$ cat config.mk
export PLATFORM = sky130hd
export DESIGN_NAME = mpc_top
export DESIGN_NICKNAME = d
export VERILOG_FILES = /design/src/design/mpc_pkg.sv /design/src/design/mpc_chan_pwm.sv /design/src/design/mpc_top.sv
export SDC_FILE = /design/constraint.sdc
export NUM_CORES = 1
export LEC_CHECK = 0
export BUFFER_PORTS_ARGS = -buffer_cell sky130_fd_sc_hd__buf_2
export CAP_MARGIN = 20
export CORE_MARGIN = 4
export CORE_UTILIZATION = 46
export CTS_CLUSTER_DIAMETER = 100
export CTS_CLUSTER_SIZE = 25
export DETAILED_ROUTE_END_ITERATION = 12
export HOLD_SLACK_MARGIN = 0.03
export PLACE_DENSITY = 0.65
export SYNTH_ARGS = -nofsm -noshare
export SYNTH_HDL_FRONTEND = slang
export SYNTH_SLANG_ARGS = --single-unit
$ cat constraint.sdc
create_clock -name clk -period 8.2 [get_ports clk]
set_input_delay 0.41 -clock clk [delete_from_list [all_inputs] [get_ports clk]]
set_output_delay 0.41 -clock clk [all_outputs]
set_load 0.03 [all_outputs]
$ cat src/design/mpc_pkg.sv
// Constants, field layouts and carrier types of the multichannel PWM controller.
// Assumes a 25 MHz system clock; every pin arrives asynchronous to it.
package mpc_pkg;

    // ------------------------------------------------------------
    // Timing
    // ------------------------------------------------------------
    localparam int CLK_HZ          = 25_000_000;
    localparam int REF_FMAX_HZ_X10 = 1_024_000;   // 102,4 kHz
    localparam int REF_FMIN_HZ_X10 = 256_000;     // 25,6 kHz
    localparam int REF_MIN_PER_CYC = (CLK_HZ * 10) / REF_FMAX_HZ_X10;
    localparam int REF_MAX_PER_CYC = (CLK_HZ * 10 + REF_FMIN_HZ_X10 - 1) / REF_FMIN_HZ_X10;
    // Generous margins so a jittery but legal reference never trips
    localparam int REF_FAST_CYC    = REF_MIN_PER_CYC / 2;
    localparam int REF_SLOW_CYC    = REF_MAX_PER_CYC * 2;

    // ------------------------------------------------------------
    // Frame layout and addresses
    // ------------------------------------------------------------
    localparam int       FRAME_BITS   = 16;
    localparam int       ADDR_LSB     = 12;
    localparam int       SUBSEL_BIT   = 11;
    localparam int       SYNC_BIT     = 1;
    localparam int       SKIP_LSB     = 6;
    localparam int       SIGN_BIT     = 10;
    localparam logic [3:0] ADDR_INIT2  = 4'h1;
    localparam logic [3:0] ADDR_CH_LO  = 4'h2;
    localparam logic [3:0] ADDR_CH_HI  = 4'h7;
    localparam logic [3:0] ADDR_OUTCTL = 4'h8;
    localparam logic [3:0] ADDR_GLOBAL = 4'h9;
    localparam logic [3:0] ADDR_INEN   = 4'hb;
    localparam logic [3:0] ADDR_PRS    = 4'hc;
    localparam logic [3:0] ADDR_INCR   = 4'he;

    // ------------------------------------------------------------
    // Channel constants and reset values
    // ------------------------------------------------------------
    localparam int         NUM_CH     = 6;
    localparam int         NUM_PIN_CH = 4;
    localparam int         NUM_INT_CH = 5;
    localparam int         CNT_W      = 13;
    localparam logic [7:0] DUTY_FULL  = 8'hff;
    localparam logic [7:0] DUTY_SUB   = 8'hf7;
    localparam logic [7:0] DUTY_RST   = 8'h00;
    localparam logic [7:0] PH_STEP    = 8'h40;
    localparam logic [8:0] STEP_S     = 9'h004;
    localparam logic [8:0] STEP_M     = 9'h008;
    localparam logic [8:0] STEP_L     = 9'h010;

    typedef struct packed {
        logic       wd;
        logic [1:0] ph;
        logic       on;
        logic [7:0] duty;
    } mpc_chan_word_t;

    typedef struct packed {
        logic en;
        logic use_global;
    } mpc_route_t;

    // Saturating duty step
    function automatic logic [7:0] mpc_sat_step(input logic [7:0] d, input logic up,
                                                input logic [1:0] st);
        logic [8:0] amt;
        logic [8:0] sum;
        amt = (st == 2'b00) ? 9'h000 : (st == 2'b01) ? STEP_S : (st == 2'b10) ? STEP_M : STEP_L;
        sum = up ? ({1'b0, d} + amt) : ({1'b0, d} - amt);
        if (sum[8])
            return up ? DUTY_FULL : DUTY_RST;
        return sum[7:0];
    endfunction : mpc_sat_step

    function automatic logic [7:0] mpc_skip_code(input logic [7:0] code, input logic [2:0] idx);
        logic [2:0] rank;
        logic [7:0] gap;
        rank = {idx[0], idx[1], idx[2]};
        gap  = DUTY_FULL - code;
        if (code > DUTY_SUB && code != DUTY_FULL && {5'h00, rank} < gap)
            return DUTY_SUB;
        return (code > DUTY_SUB) ? DUTY_FULL : code;
    endfunction : mpc_skip_code

endpackage : mpc_pkg

$ cat src/design/mpc_chan_pwm.sv
// One PWM channel: holds the applied duty and compares it to the position.
// Assumes pos, frame_idx and start come from the shared counter on clk.
`timescale 1ns/1ps
`default_nettype none
module mpc_chan_pwm (
    // Clock and reset
    input  wire logic       clk,
    input  wire logic       rst,
    // Channel control
    input  wire logic       enable,
    input  wire logic [7:0] target,
    input  wire logic       skip_en,
    // Timing from the shared counter
    input  wire logic [2:0] frame_idx,
    input  wire logic [7:0] pos,
    input  wire logic       start,
    // Result
    output logic            pwm_out
);
    logic [7:0] active;
    logic       running;
    logic [7:0] next_active;
    logic       next_running;

    // ------------------------------------------------------------
    // Applied duty
    // ------------------------------------------------------------
    always_comb begin
        next_active  = active;
        next_running = running;
        if (!enable) begin
            next_running = 1'b0;
        end else if (target == mpc_pkg::DUTY_FULL) begin
            next_active  = mpc_pkg::DUTY_FULL;
            next_running = 1'b1;
        end else if (start) begin
            next_active  = skip_en ? mpc_pkg::mpc_skip_code(target, frame_idx) : target;
            next_running = 1'b1;
        end
    end

    always_ff @(posedge clk or posedge rst) begin
        if (rst) begin
            active  <= 8'h00;
            running <= 1'b0;
        end else begin
            active  <= next_active;
            running <= next_running;
        end
    end

    assign pwm_out = enable & running & (pos <= active);

    // ------------------------------------------------------------
    // Checks
    // ------------------------------------------------------------
    property p_sync_hold;
        @(posedge clk) disable iff (rst)
        (enable && target != mpc_pkg::DUTY_FULL && !start) |=> active == $past(active);
    endproperty
    a_sync_hold: assert property (p_sync_hold) else $error("duty changed mid period");

    property p_full_now;
        @(posedge clk) disable iff (rst)
        (enable && target == mpc_pkg::DUTY_FULL) |=> (active == 8'hff && running);
    endproperty
    a_full_now: assert property (p_full_now) else $error("full duty not immediate");

    property p_skip_fe;
        @(posedge clk) disable iff (rst)
        (enable && skip_en && start && target == 8'hfe && frame_idx == 3'd0)
            |=> active == 8'hf7;
    endproperty
    a_skip_fe: assert property (p_skip_fe) else $error("skip slot S0 missing");

    property p_low_plain;
        @(posedge clk) disable iff (rst)
        (enable && start && target <= 8'h07) |=> active == $past(target);
    endproperty
    a_low_plain: assert property (p_low_plain) else $error("low code altered");

endmodule : mpc_chan_pwm
`default_nettype wire

$ cat src/design/mpc_top.sv
// Multichannel PWM controller: SPI frame decode, registers, reference clock
// monitor, shared PWM counter, pin routing and six channel generators.
// Assumes every pin is asynchronous to clk and the reference clock is much slower.
`timescale 1ns/1ps
`default_nettype none
module mpc_top #(
    parameter int REF_FAST_CYC = mpc_pkg::REF_FAST_CYC,
    parameter int REF_SLOW_CYC = mpc_pkg::REF_SLOW_CYC,
    parameter int MON_W        = 12
) (
    // Clock and reset
    input  wire logic       clk,
    input  wire logic       rst,
    // Serial port
    input  wire logic       sck,
    input  wire logic       si,
    input  wire logic       chip_select_n,
    output logic            so,
    output logic            so_oe,
    // Reference clock and control pins
    input  wire logic       ref_clk,
    input  wire logic [3:0] in_pin,
    input  wire logic       fail_mode,
    // Results
    output logic [5:0]      output_channels,
    output logic [3:0]      filtered_input,
    output logic            clk_fail
);
    localparam int NCH = mpc_pkg::NUM_CH;

    // ------------------------------------------------------------
    // Pin synchronisers
    // ------------------------------------------------------------
    // Bits: 0 sck, 1 si, 2 cs, 3 ref, 7:4 pins, 8 fail
    logic [8:0] s1, s2, s3, s4;
    always_ff @(posedge clk or posedge rst) begin
        if (rst) begin
            s1 <= 9'h004;
            s2 <= 9'h004;
            s3 <= 9'h004;
            s4 <= 9'h004;
        end else begin
            s1 <= {fail_mode, in_pin, ref_clk, chip_select_n, si, sck};
            s2 <= s1;
            s3 <= s2;
            s4 <= s3;
        end
    end

    logic sck_rise, sck_fall, cs_fall, cs_rise, tick, fail_s;
    assign sck_rise = s2[0] & ~s3[0];
    assign sck_fall = ~s2[0] & s3[0];
    assign cs_fall  = ~s2[2] & s3[2];
    assign cs_rise  = s2[2] & ~s3[2];
    assign tick     = s2[3] & ~s3[3];
    assign fail_s   = s2[8];

    // ------------------------------------------------------------
    // Serial frame
    // ------------------------------------------------------------
    logic [15:0] shift, next_shift, so_sh, next_so_sh;
    logic [4:0]  bitcnt, next_bitcnt;
    logic        commit;
    logic [3:0]  addr;
    assign commit = cs_rise && (bitcnt == 5'(mpc_pkg::FRAME_BITS));
    assign addr   = shift[15:mpc_pkg::ADDR_LSB];

    always_comb begin
        next_shift  = shift;
        next_so_sh  = so_sh;
        next_bitcnt = bitcnt;
        if (cs_fall) begin
            next_bitcnt = 5'd0;
            next_so_sh  = {3'b000, clk_fail, fail_s, 1'b0, filtered_input, output_channels};
        end else if (!s2[2]) begin
            if (sck_fall) begin
                next_shift  = {shift[14:0], s2[1]};
                next_bitcnt = (bitcnt == 5'h1f) ? bitcnt : bitcnt + 5'd1;
            end
            if (sck_rise)
                next_so_sh = {so_sh[14:0], 1'b0};
        end
    end

    always_ff @(posedge clk or posedge rst) begin
        if (rst) begin
            shift  <= 16'h0000;
            so_sh  <= 16'h0000;
            bitcnt <= 5'd0;
            so     <= 1'b0;
            so_oe  <= 1'b0;
        end else begin
            shift  <= next_shift;
            so_sh  <= next_so_sh;
            bitcnt <= next_bitcnt;
            so     <= next_so_sh[15];
            so_oe  <= ~s2[2];
        end
    end

    // ------------------------------------------------------------
    // Registers
    // ------------------------------------------------------------
    mpc_pkg::mpc_chan_word_t cfg [NCH];
    mpc_pkg::mpc_chan_word_t next_cfg [NCH];
    logic [4:0]  skip_en, next_skip_en;
    logic [5:0]  gsel, next_gsel;
    logic [7:0]  gduty, next_gduty;
    logic [7:0]  ien, next_ien;
    logic [11:0] prs, next_prs;
    logic        sync_req;
    logic [2:0]  ch_idx;
    assign ch_idx   = 3'(addr - mpc_pkg::ADDR_CH_LO);
    assign sync_req = commit && addr == mpc_pkg::ADDR_INIT2 && shift[mpc_pkg::SYNC_BIT];

    always_comb begin
        next_cfg     = cfg;
        next_skip_en = skip_en;
        next_gsel    = gsel;
        next_gduty   = gduty;
        next_ien     = ien;
        next_prs     = prs;
        if (commit) begin
            if (addr >= mpc_pkg::ADDR_CH_LO && addr <= mpc_pkg::ADDR_CH_HI)
                next_cfg[ch_idx] = shift[11:0];
            if (addr == mpc_pkg::ADDR_OUTCTL) begin
                for (int i = 0; i < NCH; i++)
                    next_cfg[i].on = shift[i];
                next_skip_en = shift[mpc_pkg::SKIP_LSB +: mpc_pkg::NUM_INT_CH];
            end
            if (addr == mpc_pkg::ADDR_GLOBAL) begin
                if (shift[mpc_pkg::SUBSEL_BIT])
                    next_gduty = shift[7:0];
                else
                    next_gsel = shift[5:0];
            end
            if (addr == mpc_pkg::ADDR_INEN)
                next_ien = shift[7:0];
            if (addr == mpc_pkg::ADDR_PRS) begin
                if (shift[mpc_pkg::SUBSEL_BIT])
                    next_prs[11:6] = shift[5:0];
                else
                    next_prs[5:0] = shift[5:0];
            end
            // channels one to five, step sizes, saturation
            if (addr == mpc_pkg::ADDR_INCR) begin
                for (int i = 0; i < mpc_pkg::NUM_INT_CH; i++)
                    next_cfg[i].duty = mpc_pkg::mpc_sat_step(cfg[i].duty,
                                         shift[mpc_pkg::SIGN_BIT], shift[2*i +: 2]);
            end
        end
    end

    always_ff @(posedge clk or posedge rst) begin
        if (rst) begin
            for (int i = 0; i < NCH; i++)
                cfg[i] <= '0;
            skip_en <= 5'h00;
            gsel    <= 6'h00;
            gduty   <= mpc_pkg::DUTY_RST;
            ien     <= 8'h00;
            prs     <= 12'h000;
        end else begin
            cfg     <= next_cfg;
            skip_en <= next_skip_en;
            gsel    <= next_gsel;
            gduty   <= next_gduty;
            ien     <= next_ien;
            prs     <= next_prs;
        end
    end

    // ------------------------------------------------------------
    // Reference clock monitor and shared counter
    // ------------------------------------------------------------
    logic [MON_W-1:0]            percnt, next_percnt;
    logic                        next_clk_fail;
    logic [mpc_pkg::CNT_W-1:0]   cnt, next_cnt;
    logic                        start_src, next_start_src;

    always_comb begin
        next_percnt   = tick ? '0 : ((percnt == '1) ? percnt : percnt + 1'b1);
        next_clk_fail = clk_fail;
        if (tick)
            next_clk_fail = (percnt < MON_W'(REF_FAST_CYC));
        else if (percnt >= MON_W'(REF_SLOW_CYC))
            next_clk_fail = 1'b1;
        next_cnt       = sync_req ? '0 : (tick ? cnt + 1'b1 : cnt);
        next_start_src = tick | sync_req;
    end

    always_ff @(posedge clk or posedge rst) begin
        if (rst) begin
            percnt    <= '0;
            clk_fail  <= 1'b1;
            cnt       <= '0;
            start_src <= 1'b0;
        end else begin
            percnt    <= next_percnt;
            clk_fail  <= next_clk_fail;
            cnt       <= next_cnt;
            start_src <= next_start_src;
        end
    end

    // ------------------------------------------------------------
    // Deglitched pins
    // ------------------------------------------------------------
    logic [3:0] next_filtered;
    always_comb begin
        for (int i = 0; i < mpc_pkg::NUM_PIN_CH; i++)
            next_filtered[i] = (s2[4+i] == s3[4+i] && s3[4+i] == s4[4+i]) ? s3[4+i]
                                                                           : filtered_input[i];
    end

    // ------------------------------------------------------------
    // Routing and channels
    // ------------------------------------------------------------
    // pin enable table, source select
    function automatic mpc_pkg::mpc_route_t route_f(input logic on, input logic [1:0] en,
                                                    input logic pin, input logic gs);
        mpc_pkg::mpc_route_t r;
        r.en         = on && (en == 2'b00 || en == 2'b11 || pin);
        r.use_global = (en == 2'b11 && pin) ? ~gs : gs;
        return r;
    endfunction : route_f

    logic [5:0] pwm, chan_en, skip_all;
    assign skip_all = {1'b0, skip_en};
    genvar g;
    generate
        for (g = 0; g < NCH; g++) begin : gen_ch
            mpc_pkg::mpc_route_t rt;
            logic [1:0] pr;
            logic [9:0] wide;
            logic [7:0] pos;
            logic [2:0] idx;
            logic       sub0;
            logic [7:0] tgt;
            assign pr = prs[2*g +: 2];
            assign wide = pr[1] ? {2'b00, cnt[7:0]} : pr[0] ? {1'b0, cnt[8:0]} : cnt[9:0];
            assign idx  = pr[1] ? cnt[10:8] : pr[0] ? cnt[11:9] : cnt[12:10];
            assign sub0 = pr[1] ? 1'b1 : pr[0] ? ~wide[0] : (wide[1:0] == 2'b00);
            // own phase even on shared duty
            assign pos  = 8'((pr[1] ? wide[7:0] : pr[0] ? wide[8:1] : wide[9:2])
                             + 8'(cfg[g].ph * mpc_pkg::PH_STEP));
            // pin following for channels with pins
            if (g < mpc_pkg::NUM_PIN_CH) begin : gen_pin
                assign rt = route_f(cfg[g].on, ien[2*g +: 2], filtered_input[g], gsel[g]);
            end else begin : gen_nopin
                assign rt = route_f(cfg[g].on, 2'b00, 1'b0, gsel[g]);
            end
            assign tgt        = rt.use_global ? gduty : cfg[g].duty;
            assign chan_en[g] = rt.en;
            mpc_chan_pwm u_ch (
                .clk       (clk),
                .rst       (rst),
                .enable    (rt.en),
                .target    (tgt),
                .skip_en   (skip_all[g]),
                .frame_idx (idx),
                .pos       (pos),
                .start     (start_src && pos == 8'h00 && sub0),
                .pwm_out   (pwm[g])
            );
        end
    endgenerate

    // ------------------------------------------------------------
    // Output stage
    // ------------------------------------------------------------
    logic [5:0] next_out;
    always_comb begin
        // no PWM in fail mode or clock fail
        if (fail_s)
            next_out = {2'b00, filtered_input};
        else if (clk_fail)
            next_out = chan_en;
        else
            next_out = pwm;
    end

    always_ff @(posedge clk or posedge rst) begin
        if (rst) begin
            output_channels <= 6'h00;
            filtered_input  <= 4'h0;
        end else begin
            output_channels <= next_out;
            filtered_input  <= next_filtered;
        end
    end

    // ------------------------------------------------------------
    // Checks
    // ------------------------------------------------------------
    logic [7:0] duty0, duty5;
    logic [5:0] on_vec;
    assign duty0 = cfg[0].duty;
    assign duty5 = cfg[5].duty;
    always_comb begin
        for (int i = 0; i < NCH; i++)
            on_vec[i] = cfg[i].on;
    end

    property p_clk_fail_full;
        @(posedge clk) disable iff (rst)
        (clk_fail && !fail_s) |=> output_channels == $past(chan_en);
    endproperty
    a_clk_fail_full: assert property (p_clk_fail_full) else $error("no full duty");

    property p_fail_mode;
        @(posedge clk) disable iff (rst)
        fail_s |=> (output_channels[5:4] == 2'b00 && output_channels[3:0] == $past(filtered_input));
    endproperty
    a_fail_mode: assert property (p_fail_mode) else $error("fail mode output wrong");

    property p_sync;
        @(posedge clk) disable iff (rst)
        sync_req |=> cnt == '0;
    endproperty
    a_sync: assert property (p_sync) else $error("counter not reset");

    property p_word;
        @(posedge clk) disable iff (rst)
        (commit && addr == 4'h2) |=> duty0 == $past(shift[7:0]);
    endproperty
    a_word: assert property (p_word) else $error("channel word lost");

    property p_onbits;
        @(posedge clk) disable iff (rst)
        (commit && addr == 4'h8) |=> on_vec == $past(shift[5:0]);
    endproperty
    a_onbits: assert property (p_onbits) else $error("on bits not written");

    property p_step4;
        @(posedge clk) disable iff (rst)
        (commit && addr == 4'he && shift[10] && shift[1:0] == 2'b01 && duty0 < 8'hf0)
            |=> duty0 == 8'($past(duty0) + 8'h04);
    endproperty
    a_step4: assert property (p_step4) else $error("step of four wrong");

    property p_sat;
        @(posedge clk) disable iff (rst)
        (commit && addr == 4'he && !shift[10] && duty0 < 8'h10 && shift[1:0] == 2'b11)
            |=> duty0 == 8'h00;
    endproperty
    a_sat: assert property (p_sat) else $error("no floor saturation");

    property p_sixth_fixed;
        @(posedge clk) disable iff (rst)
        (commit && addr == 4'he) |=> (duty5 == $past(duty5) && gduty == $past(gduty));
    endproperty
    a_sixth_fixed: assert property (p_sixth_fixed) else $error("step touched ch6");

endmodule : mpc_top
`default_nettype wire

==> qor.log, run 1 <==
INFO  yosys          seq_area_frac_synth=0.3852
INFO  worst_setup_path end_kind=register
INFO  worst_setup_path arrival=4.22ns
INFO  die            floorplan.initialDensity=0.4671
INFO  drt            initialDrtViolationCount=1149
INFO  cts            postCtsSetupRepairBufs=0
INFO  finish         area_growth_from_synthesis_to_final_layout=5.656%
INFO  global_routing grt_pass1_wl=72830um
INFO  drt            post-route-drc-count=0
INFO  cts            cts_inserted_buffers=15
INFO  worst_setup_path cp_data_required_time=8.65ns
INFO  sta            final_max_slew_viol_count=0
INFO  global_routing vias_in_the_first_global_route=12850
INFO  finish         layout.cell_area.non_filler=18070um^2
INFO  sta            finalHoldViolations=0
INFO  pwr            power.net_switching=0.9637mW
INFO  die            floorplan.die_area=40320um^2
INFO  yosys          ys_top_cells_by_area=dfrtp_1 38%, ha_1 8.8%, mux2i_1 8.2%, mux2_2 4.8%, nand2_1 4.8%
INFO  sta            final-setup-viol-count=0
INFO  cts            tritoncts_clock_tree=yes
INFO  job            max_cap_violations=0
INFO  cts            clk-insertion-delay-late=0.52ns
INFO  pwr            pwr-share-comb=0.221
INFO  pwr            total_power=2.950mW
INFO  die            row_count=70
INFO  pwr            power_density=163.3nW/um^2
INFO  yosys          synth_fp_nets=1972
INFO  sta            tns=0ns
INFO  yosys          post_synth_instance_area=17100um^2
INFO  cts            clock_tree.root_cell=clkbuf_16
INFO  yosys          synth.avg_cell_area=9.314um^2
INFO  die            die_height=200.8um
INFO  yosys          synth-async-reset-ratio=1.000
INFO  drt            routed_wire_length_per_instance=20.17um
INFO  pwr            p_int=1.987mW
INFO  yosys          number_of_warnings_printed_during_yosys_synthesis=0
INFO  yosys          flops_latches_synth=263
INFO  global_routing grt_antenna_before_repair=0
INFO  pwr            power_switching_share=0.3266
INFO  cts            clock_tree.buffer_depth=3
INFO  yosys          number_of_synthesized_flops_with_an_enable_pin=0
INFO  yosys          post_synth_inst_count=1836
INFO  finish         final_core_utilization=0.4935
INFO  drt            drt_pass1_iterations=5
INFO  drt            dr_total_vias=13320
INFO  finish         antenna-diode-count=0
INFO  sta            min_period_over_period=0.4599
INFO  cts            post_cts_resize_count=0
INFO  sta            whs=0.07537ns
INFO  worst_setup_path setup.worst_path.class=register to register
INFO  sta            finClkSkew=0.02015ns
INFO  placed_design  dp_worst_setup_slack=4.557ns
INFO  placed_design  place_hpwl=33410um
INFO  sta            fin_ws=4.429ns
INFO  sta            max_slew.worst_pin.slew=0.9442ns
INFO  sta            max_slew_margin=0.3705
INFO  cts            htree_levels=1
INFO  outcome        outcome=completed
INFO  worst_hold_path min_path_type=input port to asynchronous set/reset pin
INFO  drt            vias_per_cell=5.869
INFO  global_routing globalRouteTotalUtil=0.2217
INFO  sta            max_freq=265.2MHz
INFO  placed_design  gp_congestion=0.9007
INFO  die            die_width=200.8um
INFO  worst_setup_path critical_path.startpoint_type=register
INFO  finish         finish.net_count=1931
INFO  sta            grt_setup_unrepaired=no
INFO  finish         layout.cells.non_filler=2269
INFO  cts            clkSinkCount=263
INFO  placed_design  io_buffers=23
INFO  cts            hold_fix_buffers_cts=9
INFO  global_routing largest_net_degree_at_the_start_of_global_routing=133
INFO  pwr            p_seq_frac=0.491
INFO  yosys          cell_variety_after_synth=88
INFO  cts            clk_pin_slew_worst_paths=0.11ns
INFO  placed_design  placed_cells=2235
INFO  yosys          post_synth_top_area_share=0.3790
INFO  drt            detail_route.wirelength=45770um
INFO  pwr            power.clock.fraction=0.288
INFO  die            ioPinCount=24
INFO  yosys          synthDominantAreaCellType=dfrtp_1
INFO  die            core=36610um^2
INFO  pwr            leakagePower=8.142nW
INFO  placed_design  placed_inst_area=17490um^2
INFO  yosys          ys_dominant_reg_cell=dfrtp_1
INFO  global_routing global_route.overflow_total=0
INFO  finish         post_route_cells_drive_above_1_share=0.1027
INFO  drt            ant_nets=0
INFO  worst_setup_path critical_path_peak_fanout=14
INFO  sta            post-route-min-period=3.771ns
INFO  pwr            max-vdd-ir-drop=104.4uV
==> synthesized netlist by cell type (all sizes together), types with 9 or more instances <==
cell     count
nand2      218
ha         120
clkbuf      70
a31oi       30
a21oi       66
or3         13
inv        105
and3        11
mux2        76
buf         43
a2bb2oi     11
nor2       127
nand4       24
nor3b       11
nand3       42
o21ai      165
dfrtp      259
nor4        12
mux2i      140
xnor2       31
a21o        25
xor2        20
a32oi        9
nand2b      11
nor3        24
nor2b       25
==> layout by cell type, fill, tap and decap left out, types with 12 or more instances in the layout <==
cell       synthesis  routed
buf_2             30      23
mux2_2            73      73
clkbuf_16          0      15
a21o_1            24      24
or3_1             12      12
nand3_1           42      42
ha_1             120     120
mux2i_1          140     140
nand4_1           24      24
nor3_1            18      18
o21ai_0          163     163
a21oi_1           63      63
nor2b_1           25      24
dfrtp_1          259     259
inv_1            104     103
a31oi_1           29      29
nor2_1           126     126
buf_4              2      21
xnor2_1           31      31
nand2_1          218     218
xor2_1            19      19
==> area by class of cell <==
class	count	area [um^2]
Fill cell	3417	18540
Multi-Input combinational cell	1355	9627
Sequential cell	263	6586
Tap cell	468	585.6
Inverter	105	404.1
Timing Repair Buffer	55	397.9
Clock buffer	18	386.6
Clock inverter	5	80.08
==> power groups by stage <==
stage	Combinational, mW	Sequential [mW]	Clock, mW
2_1_floorplan	0.523	1.42	0
3_3_place_gp	0.621	1.47	0
3_5_place_dp	0.647	1.47	0
4_1_cts	0.652	1.45	0.873
5_1_grt	0.741	1.46	0.924
6_report	0.651	1.45	0.851
==> kinds of logic after synthesis <==
logic type	share of synthesized area
mux	0.1324
compound gates	0.1509
buf+inv	0.05239
flops	0.3852
xor+xnor	0.02656
fa+ha+maj	0.09366
simple gates	0.1589
==> worst paths after layout <==
kind | startpoint | to | slack (ns) | cells after the start
worst min register to register | s1[5] | s2[5] | 0.36 | 0
max in group asynchronous | rst | gen_ch[4].u_ch.active[7] | 6.87 | 3
worst max-delay path | shift[2] | cfg[49] | 4.43 | 10
min in group clk | s1[5] | s2[5] | 0.36 | 0
worst min-delay path | rst | bitcnt[4] | 0.08 | 2
worst max register to register | shift[2] | cfg[49] | 4.43 | 10
==> registers in the layout (all words and copies together) (netlist names), 6 cells and up <==
name                 count
gduty                    8
gen_ch.u_ch.running      6
s3                       7
cfg                     50
duty5                    8
so_sh                   16
prs                     12
ien                      8
output_channels          6
s1                       9
gen_ch.u_ch.active      48
duty0                    8
percnt                  12
s2                       9
cnt                     13
gsel                     6
shift                   16
==> routing by layer <==
| layer | GRT usage | up-vias | part of all wire |
|---|---|---|---|
| met2 | 0.3489 | 313 | 0.45 |
| met3 | 0.03005 | 73 | 0.055 |
| li1 | - | 6412 | - |
| met1 | 0.3220 | 6518 | 0.47 |
| met5 | 0 | - | 0 |
| met4 | 0.06342 | 0 | 0.029 |
==> worst max-delay path: stages, from the launching register on <==
cell and delay (ns):
dfrtp_1 0.88, inv_1 0.26, ha_1 0.36, mux2_2 0.29
fa_1 0.43, a21o_1 0.19, a21oi_1 0.31, nor3_1 0.09
or3b_2 0.56, nor2b_1 0.18, a2bb2oi_1 0.16
Power figures use the tool's default switching activity.
==> inputs of run 2 (changes only) <==
Settings changed: ABC_AREA set to 1, PLACE_DENSITY 0.65 to 0.62.
Clock period 8.2 ns to 3.8 ns, I/O delays scaled along.
==> run 2 against run 1 <==
Sequential share of layout area decreased by 0.81 points. Clock power increased by 120%. Sequential cell count unchanged. Highest routed layer unchanged. Critical path type unchanged. Critical endpoint is now cfg[36]. Largest cell class unchanged.
==> qor.log, run 2 <==
INFO  die            die_height=202.0um [+0.62%]
INFO  die            floorplan.initialDensity=0.4697 [+0.002644]
INFO  yosys          seq_area_frac_synth=0.3803 [-0.004897]
INFO  sta            finalHoldViolations=0 [unchanged]
INFO  finish         largest-register=cfg
INFO  worst_setup_path arrival=3.66ns [-0.56 ns]
INFO  sta            grt_setup_unrepaired=no
INFO  yosys          number_of_synthesized_flops_with_an_enable_pin=0 [unchanged]
INFO  die            ioPinCount=24 [unchanged]
INFO  yosys          muxShareOfSynthArea=0 [-0.1324]
INFO  cts            clk_pin_slew_worst_paths=0.11ns [about the same]
INFO  drt            post-route-drc-count=0 [unchanged]
INFO  finish         area_growth_from_synthesis_to_final_layout=6.675%
INFO  die            core=36870um^2 [+0.72%]
INFO  finish         mostFrequentLayoutCells=700 x nand2_1, 297 x inv_1, 259 x dfrtp_1, 215 x nand3_1, 177 x o21ai_0
INFO  drt            drt_pass1_iterations=5 [unchanged]
INFO  yosys          complex_gate_fraction_of_the_synthesized_area=0.1357 [-0.01514]
INFO  yosys          synth_common_cells=700 x nand2_1, 298 x inv_1, 259 x dfrtp_1
INFO  cts            clock_tree.buffer_depth=3 [unchanged]
INFO  cts            tritoncts_clock_tree=yes
INFO  sta            final_max_slew_viol_count=0 [unchanged]
INFO  pwr            leakagePower=9.714nW [+19%]
INFO  finish         biggest_registers_after_layout=cfg x50, gen_ch.u_ch.active x48
INFO  worst_setup_path end_kind=register
INFO  finish         largest_reg_flops=50 [unchanged]
INFO  global_routing largest_net_degree_at_the_start_of_global_routing=90 [-32%]
INFO  global_routing vias_in_the_first_global_route=14580 [+13%]
INFO  sta            whs=0.3175ns [+0.2422 ns]
INFO  placed_design  gp_congestion=0.9487 [+5.3%]
INFO  yosys          ys_dominant_reg_cell=dfrtp_1
INFO  placed_design  placed_cells=2861 [+28%]
INFO  yosys          synth-async-reset-ratio=1.000 [unchanged]
INFO  die            die_width=202.0um [+0.62%]
INFO  global_routing global_route.overflow_total=0 [unchanged]
INFO  sta            max_slew.worst_pin.slew=0.9310ns [-0.01324 ns]
INFO  pwr            max-vdd-ir-drop=342.1uV [+230%]
INFO  yosys          synth_fp_nets=2525 [+28%]
INFO  die            floorplan.die_area=40820um^2 [+1.2%]
INFO  drt            dr_total_vias=15920 [+20%]
INFO  yosys          post_synth_xor_area_fraction=0.01669 [-0.009873]
INFO  finish         final_core_utilization=0.5011 [+0.007580]
INFO  sta            max_slew_margin=0.3755 [+0.004989]
INFO  sta            min_period_over_period=0.8636 [+0.4038]
INFO  sta            final-setup-viol-count=0 [unchanged]
INFO  yosys          synth.most_common_cell=nand2_1
INFO  die            row_count=70 [unchanged]
INFO  sta            tns=0ns [unchanged]
INFO  yosys          synth.avg_cell_area=7.250um^2 [-22%]
INFO  cts            clk-insertion-delay-late=0.51ns [about the same]
INFO  sta            max_freq=304.7MHz [+15%]
INFO  yosys          ys_top_cells_by_area=dfrtp_1 37%, nand2_1 15%, ha_1 8.7%, inv_1 6.5%, nand3_1 6.2%
INFO  job            max_cap_violations=0 [unchanged]
INFO  yosys          synth_adder_area_share=0.09247 [-0.001191]
INFO  worst_setup_path critical_path.startpoint_type=register
INFO  global_routing globalRouteTotalUtil=0.2531 [+0.03148]
INFO  worst_setup_path setup.worst_path.class=register to register
INFO  worst_hold_path min_path_type=input port to register
INFO  sta            finClkSkew=0.02549ns [+0.005335 ns]
INFO  drt            detail_route.wirelength=52810um [+15%]
INFO  worst_setup_path cp_data_required_time=4.18ns [-4.47 ns]
INFO  yosys          post_synth_top_area_share=0.3742 [-0.004819]
INFO  yosys          cell_variety_after_synth=56 [-36%]
INFO  finish         antenna-diode-count=0 [unchanged]
INFO  drt            vias_per_cell=5.496 [-6.3%]
INFO  cts            htree_levels=1 [unchanged]
INFO  yosys          combinational_family_with_the_most_area_after_synthesis=simple AND/OR/NAND/NOR gates
INFO  placed_design  place_hpwl=39220um [+17%]
INFO  cts            clkSinkCount=263 [unchanged]
INFO  global_routing grt_pass1_wl=83200um [+14%]
INFO  outcome        outcome=completed
INFO  worst_setup_path critical_path_peak_fanout=11 [-3]
INFO  finish         post_route_cells_drive_above_1_share=0.05393 [-0.04879]
INFO  sta            post-route-min-period=3.282ns [-0.4892 ns]
INFO  cts            cts_inserted_buffers=15 [unchanged]
INFO  finish         finish.net_count=2520 [+31%]
INFO  yosys          synthDominantAreaCellType=dfrtp_1
INFO  yosys          yosys.area_share.simple=0.2845 [+0.1256]
INFO  yosys          flops_latches_synth=263 [unchanged]
INFO  finish         layout.cells.non_filler=2896 [+28%]
INFO  yosys          number_of_warnings_printed_during_yosys_synthesis=0 [unchanged]
INFO  finish         layout_commonest_cell=nand2_1
INFO  placed_design  io_buffers=23 [unchanged]
INFO  drt            routed_wire_length_per_instance=18.23um [-9.6%]
INFO  cts            clock_tree.root_cell=clkbuf_16
INFO  global_routing grt_antenna_before_repair=0 [unchanged]
INFO  yosys          post_synth_inst_count=2389 [+30%]
INFO  yosys          post_synth_instance_area=17320um^2 [+1.3%]
INFO  drt            initialDrtViolationCount=1400 [+22%]
INFO  drt            ant_nets=0 [unchanged]
INFO  pwr            power_density=352.0nW/um^2 [+120%]
-- run 2: worst max-delay path, stage by stage (launching register included) --
cell	delay (ns)
dfrtp_1	0.54
clkinv_1	0.44
ha_1	0.36
nor2_1	0.24
inv_1	0.11
nand2_1	0.07
ha_1	0.13
inv_1	0.05
o21bai_1	0.21
nand2_1	0.07
nand3_1	0.16
xor2_1	0.46
nand2_1	0.10
nand2_1	0.13
o21ai_0	0.08
-- run 2: kinds of logic (layout without fill, tap and decap cells) --
| family | count (synthesis) | in the layout |
|---|---|---|
| compound gates | 414 | 414 |
| fa+ha+maj | 125 | 125 |
| buf+inv | 394 | 397 |
| simple gates | 1160 | 1160 |
| xor+xnor | 33 | 33 |
| flops | 263 | 263 |
-- run 2: power breakdown --
part / leakage [nW] / internal (mW) / switching, mW
logic: 5.96 / 0.506 / 0.970
clock network: 0.222 / 0.835 / 1.03
registers: 3.53 / 2.91 / 0.250
-- run 2: timing repair --
item	CTS	global route
resized for setup	0	0
hold buffers	10	0
endpoints found under the hold margin	268	0
setup buffers	0	0
-- run 2: stage by stage --
step	power [mW]	worst slack, ns	cell area, um^2
after floorplan	4.153	0.1437	17320
after global placement	4.630	0.7711	17910
after detailed placement	4.661	0.6226	17910
after CTS	6.529	0.5887	18480
after global routing	6.858	0.1438	18480
final	6.503	0.5182	18480
-- run 2: layout make-up --
| class | instances | area, um^2 |
|---|---|---|
| timing repair buffer | 58 | 440.4 |
| tap | 504 | 630.6 |
| fill | 3683 | 18400 |
| clock inverter | 4 | 68.82 |
| clock buffer | 21 | 397.9 |
| inverter | 314 | 1182 |
| sequential | 263 | 6586 |
| multi-input combinational | 1732 | 9170 |
-- run 2: path summary, 6_finish.rpt --
| path | startpoint | cells after the start | slack (ns) | to |
|---|---|---|---|---|
| setup / recovery | shift[4] | 14 | 0.52 | cfg[36] |
| hold / removal | si | 2 | 0.32 | s1[1] |
| setup reg to reg | shift[4] | 14 | 0.52 | cfg[36] |
| hold reg to reg | s1[8] | 0 | 0.35 | s2[8] |
| max in group asynchronous | rst | 4 | 2.90 | cfg[15] |
| min in group asynchronous | rst | 4 | 0.41 | gen_ch[1].u_ch.running |
-- run 2: per-layer routing --
layer	routed length, um	up-vias	global-route usage	share of wire
met5	0	-	0	0
met2	22750	540	0.3846	0.43
met3	3228	106	0.02567	0.061
met4	1765	0	0.07056	0.033
li1	-	7748	-	-
met1	25060	7523	0.3852	0.47
